`src/rtl/tacc_pkg.sv`:
```
package tacc_pkg;

  // ****************************************************************
  // Clock and timing
  // ****************************************************************
  localparam int unsigned SYS_CLK_HZ = 200_000_000;
  localparam int unsigned CONV_FAST_HZ = 4_000_000;
  localparam int unsigned CONV_MID_HZ = 2_000_000;
  localparam int unsigned CONV_SLOW_HZ = 1_000_000;
  localparam int unsigned DIV_FAST = SYS_CLK_HZ / CONV_FAST_HZ;
  localparam int unsigned DIV_MID = SYS_CLK_HZ / CONV_MID_HZ;
  localparam int unsigned DIV_SLOW = SYS_CLK_HZ / CONV_SLOW_HZ;
  localparam int unsigned LONG_SAMPLE_NS = 500;
  localparam int unsigned LONG_SAMPLE_CYC = (LONG_SAMPLE_NS * (SYS_CLK_HZ / 1_000_000) + 999) / 1000;
  localparam int unsigned SETTLE_STEP_NS = 1000;
  localparam int unsigned SETTLE_STEP_CYC = (SETTLE_STEP_NS * (SYS_CLK_HZ / 1_000_000) + 999) / 1000;
  localparam int unsigned PRECH_STEP_NS = 100;
  localparam int unsigned PRECH_STEP_CYC = (PRECH_STEP_NS * (SYS_CLK_HZ / 1_000_000) + 999) / 1000;
  localparam int unsigned SENSE_STEP_NS = 100;
  localparam int unsigned SENSE_STEP_CYC = (SENSE_STEP_NS * (SYS_CLK_HZ / 1_000_000) + 999) / 1000;
  localparam int unsigned BATCH_UNIT_MS = 1;
  localparam int unsigned BATCH_MS_CYC = BATCH_UNIT_MS * (SYS_CLK_HZ / 1000);
  localparam int unsigned BATCH_MAX_MS = 100;
  localparam int unsigned SAMPLE_CONV_CLKS = 3;
  localparam int unsigned RES_HI_BITS = 12;
  localparam int unsigned RES_LO_BITS = 10;

  // ****************************************************************
  // Field codes and reset values
  // ****************************************************************
  localparam logic [1:0] CLK_SEL_FAST = 2'h0;
  localparam logic [1:0] CLK_SEL_MID = 2'h1;
  localparam logic [1:0] CLK_SEL_SLOW = 2'h2;
  localparam logic [1:0] ZONE_OFF = 2'h0;
  localparam logic [1:0] ZONE_INSIDE = 2'h1;
  localparam logic [1:0] ZONE_OUTSIDE = 2'h2;
  localparam logic [1:0] CHAN_AUX = 2'h0;
  localparam logic [1:0] CHAN_TEMPERATURE_MEAS_ONE = 2'h1;
  localparam logic [1:0] CHAN_TEMPERATURE_MEAS_TWO = 2'h2;
  localparam logic [1:0] THR_AUX_HI = 2'h0;
  localparam logic [1:0] THR_AUX_LO = 2'h1;
  localparam logic [1:0] THR_TEMP_HI = 2'h2;
  localparam logic [1:0] THR_TEMP_LO = 2'h3;
  localparam int unsigned CMD_START_BIT = 0;
  localparam int unsigned CMD_STOP_BIT = 1;
  localparam int unsigned CMD_RES_BIT = 2;
  localparam int unsigned RES_FIELD_BIT = 13;
  localparam logic [15:0] CFG0_RESET = 16'h2800;
  localparam logic [15:0] CFG1_RESET = 16'h0000;
  localparam logic [15:0] CFG2_RESET = 16'h0000;
  localparam logic [11:0] THR_HI_RESET = 12'hFFF;
  localparam logic [11:0] THR_LO_RESET = 12'h000;

  // ****************************************************************
  // Register layouts
  // ****************************************************************
  typedef struct packed {
    logic host_mode;       // 15: 1 = host starts acquisition
    logic stop;            // 14: 1 = converter halted
    logic res_12;          // 13: 1 = 12-bit results
    logic [1:0] clk_sel;   // 12:11
    logic [2:0] settle;    // 10:8
    logic [2:0] precharge; // 7:5
    logic [2:0] sense;     // 4:2
    logic pen_wait;        // 1: pen detect while waiting
    logic long_sample;     // 0
  } tacc_cfg0_type;

  typedef struct packed {
    logic [8:0] unused;
    logic [6:0] delay_ms;
  } tacc_cfg1_type;

  typedef struct packed {
    logic [3:0] unused;
    logic [1:0] aux_zone;
    logic [1:0] temp_zone;
    logic [2:0] mw;
    logic [4:0] filt_en;   // 4 temp, 3 aux, 2 z, 1 y, 0 x
  } tacc_cfg2_type;

  typedef struct packed {
    logic [1:0] chan;
    logic [11:0] value;
  } tacc_result_type;

  typedef enum logic [2:0] {
    ST_IDLE = 3'b000,
    ST_PRECH = 3'b001,
    ST_SENSE = 3'b010,
    ST_SETTLE = 3'b011,
    ST_SAMPLE = 3'b100,
    ST_CONVERT = 3'b101,
    ST_BATCH = 3'b110
  } tacc_state_type;

endpackage

```
`src/rtl/tacc_top.sv`:
```
`timescale 1ns/1ps
// Behaviour
// - Start by host command or touch; touch default
// - Command bit 1 halts or runs converter
// - 10 or 12-bit result, 12 by default
// - Conversion clock 4, 2 or 1 MHz; 2 default
// - Fastest clock forces 10-bit conversions
// - Wait settling interval before sampling panel
// - Precharge interval then sense interval detects touch
// - Host mode pen-wait: output high when untouched
// - Extended sampling adds 500 ns, off at reset
// - Device mode: 0 to 100 ms between samples
// - Five independent averaging filter enables
// - Zone check on aux and both temperatures
// - Separate zone modes for temperature and aux
// - Four threshold registers hold zone limits
// - Resolution lives at bit 13 of config
module tacc_top #(
  parameter int unsigned BATCH_MS_CYCLES = tacc_pkg::BATCH_MS_CYC
) (
  // Clock and reset
  input wire logic mclk_i,
  input wire logic rst_n_i,
  // Host configuration writes
  input wire logic [15:0] cfg0_data_i,
  input wire logic cfg0_wr_i,
  input wire logic [15:0] cfg1_data_i,
  input wire logic cfg1_wr_i,
  input wire logic [15:0] cfg2_data_i,
  input wire logic cfg2_wr_i,
  input wire logic [11:0] thr_data_i,
  input wire logic [1:0] thr_sel_i,
  input wire logic thr_wr_i,
  input wire logic [7:0] cmd_byte_i,
  input wire logic cmd_wr_i,
  // Panel and converter
  input wire logic pen_touch_i,
  input wire tacc_pkg::tacc_result_type result_i,
  input wire logic result_valid_i,
  // Outputs
  output logic drv_en_o,
  output logic precharge_o,
  output logic sense_o,
  output logic sample_o,
  output logic conv_tick_o,
  output logic res_12_o,
  output logic conv_done_o,
  output logic pen_data_avail_out_o,
  output logic busy_o,
  output logic [4:0] filt_en_o,
  output logic [2:0] filt_mw_o,
  output logic aux_zone_o,
  output logic temp_zone_o
);

  // Elaboration guard: the interval counter holds at most 24 bits
  if (BATCH_MS_CYCLES < 1 || BATCH_MS_CYCLES > 16_777_215) begin
    $error("BATCH_MS_CYCLES out of range");
  end

  // ****************************************************************
  // Configuration store
  // ****************************************************************
  tacc_pkg::tacc_cfg0_type converter_config_reg, act_reg;
  tacc_pkg::tacc_cfg1_type batch_delay_config_reg;
  tacc_pkg::tacc_cfg2_type filter_zone_config_reg;
  logic [11:0] thr_reg [4];
  logic start_req_reg;
  tacc_pkg::tacc_state_type state_reg, state_next;
  logic [23:0] cnt_reg;
  logic [7:0] div_reg;
  logic [6:0] ms_reg;
  logic conv_tick;
  logic [7:0] div_max;
  logic res_eff;
  logic pen_seen_reg;

  // Converter config; direct command byte shares stop and resolution
  always_ff @(posedge mclk_i or negedge rst_n_i) begin
    if (!rst_n_i) begin
      converter_config_reg <= tacc_pkg::CFG0_RESET;
    end else if (cfg0_wr_i) begin
      converter_config_reg <= cfg0_data_i;
    end else if (cmd_wr_i) begin
      converter_config_reg.stop <= cmd_byte_i[tacc_pkg::CMD_STOP_BIT];
      converter_config_reg.res_12 <= cmd_byte_i[tacc_pkg::CMD_RES_BIT];
    end
  end

  // Other configuration words and thresholds
  always_ff @(posedge mclk_i or negedge rst_n_i) begin
    if (!rst_n_i) begin
      batch_delay_config_reg <= tacc_pkg::CFG1_RESET;
      filter_zone_config_reg <= tacc_pkg::CFG2_RESET;
      thr_reg[tacc_pkg::THR_AUX_HI] <= tacc_pkg::THR_HI_RESET;
      thr_reg[tacc_pkg::THR_AUX_LO] <= tacc_pkg::THR_LO_RESET;
      thr_reg[tacc_pkg::THR_TEMP_HI] <= tacc_pkg::THR_HI_RESET;
      thr_reg[tacc_pkg::THR_TEMP_LO] <= tacc_pkg::THR_LO_RESET;
    end else begin
      if (cfg1_wr_i) begin
        batch_delay_config_reg <= cfg1_data_i;
      end
      if (cfg2_wr_i) begin
        filter_zone_config_reg <= cfg2_data_i;
      end
      if (thr_wr_i) begin
        thr_reg[thr_sel_i] <= thr_data_i;
      end
    end
  end

  // Pending host start; a new command during a sequence is kept, not lost
  always_ff @(posedge mclk_i or negedge rst_n_i) begin
    if (!rst_n_i) begin
      start_req_reg <= 1'b0;
    end else if (cmd_wr_i && cmd_byte_i[tacc_pkg::CMD_START_BIT]) begin
      start_req_reg <= 1'b1;
    end else if (state_reg == tacc_pkg::ST_IDLE && state_next == tacc_pkg::ST_SETTLE) begin
      // Cleared only when really taken, so a halted converter keeps the request
      start_req_reg <= 1'b0;
    end
  end

  // Active copy taken only while idle, so a running conversion is untouched
  always_ff @(posedge mclk_i or negedge rst_n_i) begin
    if (!rst_n_i) begin
      act_reg <= tacc_pkg::CFG0_RESET;
    end else if (state_reg == tacc_pkg::ST_IDLE) begin
      act_reg <= converter_config_reg;
    end
  end

  // ****************************************************************
  // Conversion clock enable
  // ****************************************************************
  always_comb begin
    case (act_reg.clk_sel)
      tacc_pkg::CLK_SEL_FAST: div_max = 8'(tacc_pkg::DIV_FAST - 1);
      tacc_pkg::CLK_SEL_SLOW: div_max = 8'(tacc_pkg::DIV_SLOW - 1);
      default: div_max = 8'(tacc_pkg::DIV_MID - 1);
    endcase
  end

  // Fastest clock cannot resolve 12 bits, so it is capped at 10
  assign res_eff = act_reg.res_12 && (act_reg.clk_sel != tacc_pkg::CLK_SEL_FAST);
  assign conv_tick = (div_reg == div_max);

  // Free-running divider giving a one-cycle tick per conversion clock
  always_ff @(posedge mclk_i or negedge rst_n_i) begin
    if (!rst_n_i) begin
      div_reg <= 8'h00;
    end else if (conv_tick || div_reg > div_max) begin
      div_reg <= 8'h00;
    end else begin
      div_reg <= div_reg + 8'h01;
    end
  end

  // ****************************************************************
  // Sequencer
  // ****************************************************************
  logic cnt_done;
  logic [6:0] batch_ms;
  assign cnt_done = (cnt_reg == 24'h000000);
  assign batch_ms = (batch_delay_config_reg.delay_ms > 7'(tacc_pkg::BATCH_MAX_MS)) ?
                    7'(tacc_pkg::BATCH_MAX_MS) : batch_delay_config_reg.delay_ms;

  always_comb begin
    state_next = state_reg;
    case (state_reg)
      tacc_pkg::ST_IDLE: begin
        if (!converter_config_reg.stop) begin
          if (!converter_config_reg.host_mode || converter_config_reg.pen_wait) begin
            state_next = tacc_pkg::ST_PRECH;
          end
          if (converter_config_reg.host_mode && start_req_reg) begin
            state_next = tacc_pkg::ST_SETTLE;
          end
        end
      end
      tacc_pkg::ST_PRECH: if (cnt_done) state_next = tacc_pkg::ST_SENSE;
      tacc_pkg::ST_SENSE: begin
        if (cnt_done) begin
          state_next = (pen_touch_i && !act_reg.host_mode) ? tacc_pkg::ST_SETTLE : tacc_pkg::ST_IDLE;
        end
      end
      tacc_pkg::ST_SETTLE: if (cnt_done) state_next = tacc_pkg::ST_SAMPLE;
      tacc_pkg::ST_SAMPLE: if (cnt_done) state_next = tacc_pkg::ST_CONVERT;
      tacc_pkg::ST_CONVERT: begin
        if (cnt_done) begin
          state_next = act_reg.host_mode ? tacc_pkg::ST_IDLE : tacc_pkg::ST_BATCH;
        end
      end
      tacc_pkg::ST_BATCH: if (cnt_done && ms_reg == 7'h00) state_next = tacc_pkg::ST_IDLE;
      default: state_next = tacc_pkg::ST_IDLE;
    endcase
  end

  always_ff @(posedge mclk_i or negedge rst_n_i) begin
    if (!rst_n_i) begin
      state_reg <= tacc_pkg::ST_IDLE;
    end else begin
      state_reg <= state_next;
    end
  end

  // Interval counter; loaded on entry using the configuration about to apply
  always_ff @(posedge mclk_i or negedge rst_n_i) begin
    if (!rst_n_i) begin
      cnt_reg <= 24'h000000;
      ms_reg <= 7'h00;
    end else if (state_next != state_reg) begin
      case (state_next)
        tacc_pkg::ST_PRECH: cnt_reg <= 24'(converter_config_reg.precharge * tacc_pkg::PRECH_STEP_CYC);
        tacc_pkg::ST_SENSE: cnt_reg <= 24'(act_reg.sense * tacc_pkg::SENSE_STEP_CYC);
        tacc_pkg::ST_SETTLE: begin
          // From idle the copy is not taken yet; after a sense the running copy rules
          if (state_reg == tacc_pkg::ST_IDLE) begin
            cnt_reg <= 24'(converter_config_reg.settle * tacc_pkg::SETTLE_STEP_CYC);
          end else begin
            cnt_reg <= 24'(act_reg.settle * tacc_pkg::SETTLE_STEP_CYC);
          end
        end
        tacc_pkg::ST_SAMPLE: begin
          cnt_reg <= act_reg.long_sample ? 24'(tacc_pkg::LONG_SAMPLE_CYC) : 24'h000000;
        end
        tacc_pkg::ST_CONVERT: cnt_reg <= 24'(tacc_pkg::SAMPLE_CONV_CLKS) +
                                         (res_eff ? 24'(tacc_pkg::RES_HI_BITS) : 24'(tacc_pkg::RES_LO_BITS));
        tacc_pkg::ST_BATCH: begin
          cnt_reg <= 24'(BATCH_MS_CYCLES - 1);
          ms_reg <= batch_ms;
        end
        default: cnt_reg <= 24'h000000;
      endcase
    end else if (state_reg == tacc_pkg::ST_BATCH) begin
      if (ms_reg == 7'h00) begin
        cnt_reg <= 24'h000000;
      end else if (cnt_done) begin
        cnt_reg <= 24'(BATCH_MS_CYCLES - 1);
        ms_reg <= ms_reg - 7'h01;
      end else begin
        cnt_reg <= cnt_reg - 24'h000001;
      end
    end else if (state_reg == tacc_pkg::ST_CONVERT) begin
      if (conv_tick && !cnt_done) begin
        cnt_reg <= cnt_reg - 24'h000001;
      end
    end else if (!cnt_done) begin
      cnt_reg <= cnt_reg - 24'h000001;
    end
  end

  // ****************************************************************
  // Pen status
  // ****************************************************************
  // Background sense result in host mode
  always_ff @(posedge mclk_i or negedge rst_n_i) begin
    if (!rst_n_i) begin
      pen_seen_reg <= 1'b0;
    end else if (state_reg == tacc_pkg::ST_SENSE && cnt_done) begin
      pen_seen_reg <= pen_touch_i;
    end
  end

  // Registered outputs of the sequencer
  always_ff @(posedge mclk_i or negedge rst_n_i) begin
    if (!rst_n_i) begin
      drv_en_o <= 1'b0;
      precharge_o <= 1'b0;
      sense_o <= 1'b0;
      sample_o <= 1'b0;
      conv_tick_o <= 1'b0;
      res_12_o <= 1'b1;
      conv_done_o <= 1'b0;
      busy_o <= 1'b0;
      pen_data_avail_out_o <= 1'b1;
    end else begin
      drv_en_o <= state_reg == tacc_pkg::ST_SETTLE || state_reg == tacc_pkg::ST_SAMPLE;
      precharge_o <= state_reg == tacc_pkg::ST_PRECH;
      sense_o <= state_reg == tacc_pkg::ST_SENSE;
      sample_o <= state_reg == tacc_pkg::ST_SAMPLE;
      conv_tick_o <= conv_tick && state_reg == tacc_pkg::ST_CONVERT;
      res_12_o <= res_eff;
      conv_done_o <= state_reg == tacc_pkg::ST_CONVERT && cnt_done;
      busy_o <= state_reg != tacc_pkg::ST_IDLE;
      // Host mode with pen wait: high means nobody touches the panel
      if (act_reg.host_mode && act_reg.pen_wait) begin
        pen_data_avail_out_o <= !pen_seen_reg;
      end else begin
        pen_data_avail_out_o <= !(state_reg == tacc_pkg::ST_CONVERT && cnt_done);
      end
    end
  end

  // ****************************************************************
  // Filter enables and zone detection
  // ****************************************************************
  logic in_aux, in_temp;
  assign in_aux = result_i.value <= thr_reg[tacc_pkg::THR_AUX_HI] && result_i.value >= thr_reg[tacc_pkg::THR_AUX_LO];
  assign in_temp = result_i.value <= thr_reg[tacc_pkg::THR_TEMP_HI] &&
                   result_i.value >= thr_reg[tacc_pkg::THR_TEMP_LO];

  // Flags follow the latest result of their channel; reserved mode acts as off
  always_ff @(posedge mclk_i or negedge rst_n_i) begin
    if (!rst_n_i) begin
      filt_en_o <= 5'h00;
      filt_mw_o <= 3'h0;
      aux_zone_o <= 1'b0;
      temp_zone_o <= 1'b0;
    end else begin
      filt_en_o <= filter_zone_config_reg.filt_en;
      filt_mw_o <= filter_zone_config_reg.mw;
      if (result_valid_i && result_i.chan == tacc_pkg::CHAN_AUX) begin
        case (filter_zone_config_reg.aux_zone)
          tacc_pkg::ZONE_INSIDE: aux_zone_o <= in_aux;
          tacc_pkg::ZONE_OUTSIDE: aux_zone_o <= !in_aux;
          default: aux_zone_o <= 1'b0;
        endcase
      end
      if (result_valid_i && (result_i.chan == tacc_pkg::CHAN_TEMPERATURE_MEAS_ONE || result_i.chan == tacc_pkg::CHAN_TEMPERATURE_MEAS_TWO)) begin
        case (filter_zone_config_reg.temp_zone)
          tacc_pkg::ZONE_INSIDE: temp_zone_o <= in_temp;
          tacc_pkg::ZONE_OUTSIDE: temp_zone_o <= !in_temp;
          default: temp_zone_o <= 1'b0;
        endcase
      end
    end
  end

endmodule

```
`config.mk`:
```
export PLATFORM = sky130hd
export DESIGN_NAME = tacc_top
export DESIGN_NICKNAME = d
export VERILOG_FILES = /design/src/rtl/tacc_pkg.sv /design/src/rtl/tacc_top.sv
export SDC_FILE = /design/constraint.sdc
export NUM_CORES = 1
export LEC_CHECK = 0
export ABC_AREA = 1
export BUFFER_PORTS_ARGS = -buffer_cell sky130_fd_sc_hd__buf_2
export CAP_MARGIN = 20
export CORE_MARGIN = 2
export CORE_UTILIZATION = 46
export DETAILED_ROUTE_END_ITERATION = 6
export PLACE_DENSITY = 0.65
export SKIP_LAST_GASP = 1
export SLEW_MARGIN = 20
export SYNTH_ARGS = -nofsm -noshare
export SYNTH_HDL_FRONTEND = slang
export SYNTH_SLANG_ARGS = --single-unit
```
`constraint.sdc`:
```
create_clock -name mclk_i -period 5.2 [get_ports mclk_i]
set_input_delay 1.04 -clock mclk_i [delete_from_list [all_inputs] [get_ports mclk_i]]
set_output_delay 1.04 -clock mclk_i [all_outputs]
set_load 0.05 [all_outputs]
```
==> results.md <==
* Status: finished clean
* Post-DRT Antenna Nets at 0
* Logic pwr share at 0.131
* Clock root buffer master: clkbuf_16
* Rows at 51
* Core area at 19590 um^2
* Grt ovf at 0
* Clock transition at path regs at 70 ps
* Final Wtd Congestion at 0.8975
* RSZ-0062 raised after global routing: false
* DR vias at about 7400
* Worst-skew pair later-pin latency at 430 ps
* Internal power at 2.290 mW
* Post-synthesis sequential area ratio at 0.4314
* Design Power at 3.148 mW
* Synth async-reset ratio at 1.000
* Period utilization at 0.6535
* Yosys warns at 0
* Detailed placer's ending HPWL at about 15 mm
* CTS tree: done
* Die ar. at 21260 um^2
* Max clock buf depth at 2
* IO Port Bufs at 93
* Worst vdd ir at 0.2300 mV
* Slowest stage delay, CP at between 300 and 400 ps
* Hold Buf Count CTS at 0
* Synthesized instance count at 1133
* Worst path most repeated cell: nand2_1
* Number of CTS-inserted buffers at 17
* Final setup viols at 0
* Type of the most critical hold path: reg2reg
* Horiz. Die Dim at roughly 150 um
* Crit path capture type: register
* Slew @ Worst Pin at approximately 910 ps
* Largest net degree at the start of global routing at 96
* Synthesis-to-layout area growth at 14.12%
* Critical Path AT at approximately 3700 ps
* Clock group share of total power at 0.426
* CP required at about 5500 ps
* Layout fillers at 1861
* Routed wire length per instance at 13.29 um
* Initial antenna violation count at 0
* H-tree Lvls at 4
* Crit path cell chain: inv_1 -> ha_1 -> nand2_4 -> nor2_8 -> nand3_2 -> a21oi_1 -> nand2_1 -> nand2_1 -> nand2_1 -> o21ai_2 -> buf_4 -> nand3_2 -> buf_4 -> inv_2 -> o21ai_0
* Post-CTS sizing at 0
* Number of synthesized register bits at approximately 160
* Clock Skews at 9.797 ps
* Router iterations before antenna repair at 5
* Part of the power in registers at 0.444
* Max stage delay cell, worst path: dfrtp_1
* Slew margin rel. at 0.3935
* Startpoint types: register
* CP Max Fanout at 16
* IO Pins at approximately 110
* Max Cap Violations at 0
* Yosys cell types at 46
* Post-Route WL at 19.90 mm
* Syn_area_per_cell at a little over 8 um^2
* CTS sink count at 158
* Final antenna diode count at 0
* Leak at ~5.4 nW
* Layout net count at about 1400
* Final min period at roughly 3400 ps
* Finished Layout Cells at 1498
* First-pass GRT wire length at 34.83 mm
* CP Class: reg2reg
* PD cells at 298.1 nW/um^2
* Die height at 145.8 um
* Max Slew Vio Count at 0
* Final setup TNS at 0 ps
* Primary FF master, synth: dfrtp_1
* Sw frac at 0.2725
* Starting density of the core at 0.4723
* Dpl ws at 1842 ps
* Switching pwr at approximately 0.86 mW
* Most common cell after layout, fill and taps aside: nand2_1
* Share of layout cells above drive strength 1 at 0.1736
* Post-synth design cell area at slightly above 9000 um^2
* Placed insts at 1466
* DRC Markers at 0
* Fmax at 0.2943 GHz
* EDFF count, synth at 0
* Syn nets at between 1000 and 1500
* Tot GR Track Use at 0.1983
* Drt initial violations at around 430
* Vias in the first global route at roughly 7200
* Final Worst Setup Slack at 1802 ps
* Final Hold Fails at 0
* Max reg flops at 48
* Most frequent cells in the layout: nand2_1, inv_1, dfrtp_1, o21ai_0, buf_2
* Post-CTS Setup Bufs at 0
* DR vias/cell at approximately 5.0
==> worst paths after layout <==
path,startpoint,to,slack [ps],cells after the start
worst max-delay path,cnt_reg[0]$_DFFE_PN0P_,cnt_reg[20]$_DFFE_PN0P_,1800,15
worst min-delay path,filter_zone_config_reg[5]$_DFFE_PN0P_,filt_mw_o[0]$_DFF_PN0_,380,0
worst max register to register,cnt_reg[0]$_DFFE_PN0P_,cnt_reg[20]$_DFFE_PN0P_,1800,15
worst min register to register,filter_zone_config_reg[5]$_DFFE_PN0P_,filt_mw_o[0]$_DFF_PN0_,380,0
max in group asynchronous,rst_n_i,thr_reg[15]$_DFFE_PN1P_,3500,2
min in group asynchronous,rst_n_i,filter_zone_config_reg[3]$_DFFE_PN0P_,690,1
==> final cells by class <==
| type | instances | area (um^2) | share of cell area |
|---|---|---|---|
| sequential | 158 | 3991 | 0.3780 |
| multi-input combinational | 791 | 4512 | 0.4273 |
| inverter | 154 | 580.6 | 0.05498 |
| clock inverter | 14 | 195.2 | 0.01849 |
| tap | 265 | 331.6 | 0.03140 |
| timing repair buffer | 98 | 509.2 | 0.04823 |
| clock buffer | 18 | 439.2 | 0.04159 |
==> synthesized netlist by cell type (4+ instances only) <==
master	number	area (um^2)
nand3_1	57	285.3
xor2_1	18	157.7
o21ai_0	116	580.6
nand2_4	4	45.04
buf_6	6	67.56
inv_1	147	551.8
nor2_2	7	43.79
nand4_1	19	118.9
nor3_1	11	55.05
inv_2	5	18.77
nand2_1	287	1077
nand3_2	6	60.06
o211ai_1	6	45.04
mux2_2	11	123.9
xnor2_1	10	87.58
dfstp_2	30	788.3
a21oi_1	40	200.2
dfrtp_1	128	3203
clkbuf_1	19	71.32
nor2_1	80	300.3
o21ai_2	7	61.31
o21ai_1	4	20.02
ha_1	74	925.9
==> layer usage <==
layer,part of all wire,GRT usage,wire length [um]
met1,0.48,0.2716,9574
met2,0.47,0.3262,9443
met3,0.031,0.03229,619
met4,0.013,0.05686,265
met5,0,0,0
==> kinds of logic (layout without fill, tap and decap cells) <==
| kind of cell | Yosys count | after routing | synth area share |
|---|---|---|---|
| fa+ha+maj | 74 | 74 | 0.1001 |
| compound gates | 189 | 189 | 0.1117 |
| buf+inv | 184 | 284 | 0.08100 |
| mux | 11 | 11 | 0.01339 |
| flops | 158 | 158 | 0.4314 |
| simple gates | 488 | 488 | 0.2330 |
| xor+xnor | 29 | 29 | 0.02948 |
==> power by group through the flow <==
stage               logic, mW  registers (mW)  clock network (mW)
CTS                     0.419            1.40                1.36
global placement        0.404            1.41                   0
floorplan               0.241            1.45                   0
global route            0.484            1.41                1.42
detailed placement      0.415            1.42                   0
finish                  0.411            1.40                1.34
==> per-stage QoR <==
stage | instance area (um^2) | hold WS [ps] | utilization
2_1_floorplan | 9253 | 350.1 | -
3_3_place_gp | 9925 | 352.1 | 0.5066
3_5_place_dp | 9925 | 360.5 | 0.5066
4_1_cts | 10560 | 376.3 | 0.5390
5_1_grt | 10560 | 385.2 | 0.5390
6_report | 10560 | 378.4 | 0.5390
==> worst max-delay path, delay by kind of cell, from the launching register on <==
family	cells	cell delay (ps)
buf+inv	4	810
simple gates	7	1180
flops	1	390
fa+ha+maj	1	270
compound gates	3	590
Note: power is estimated with default switching activity, not from simulation.
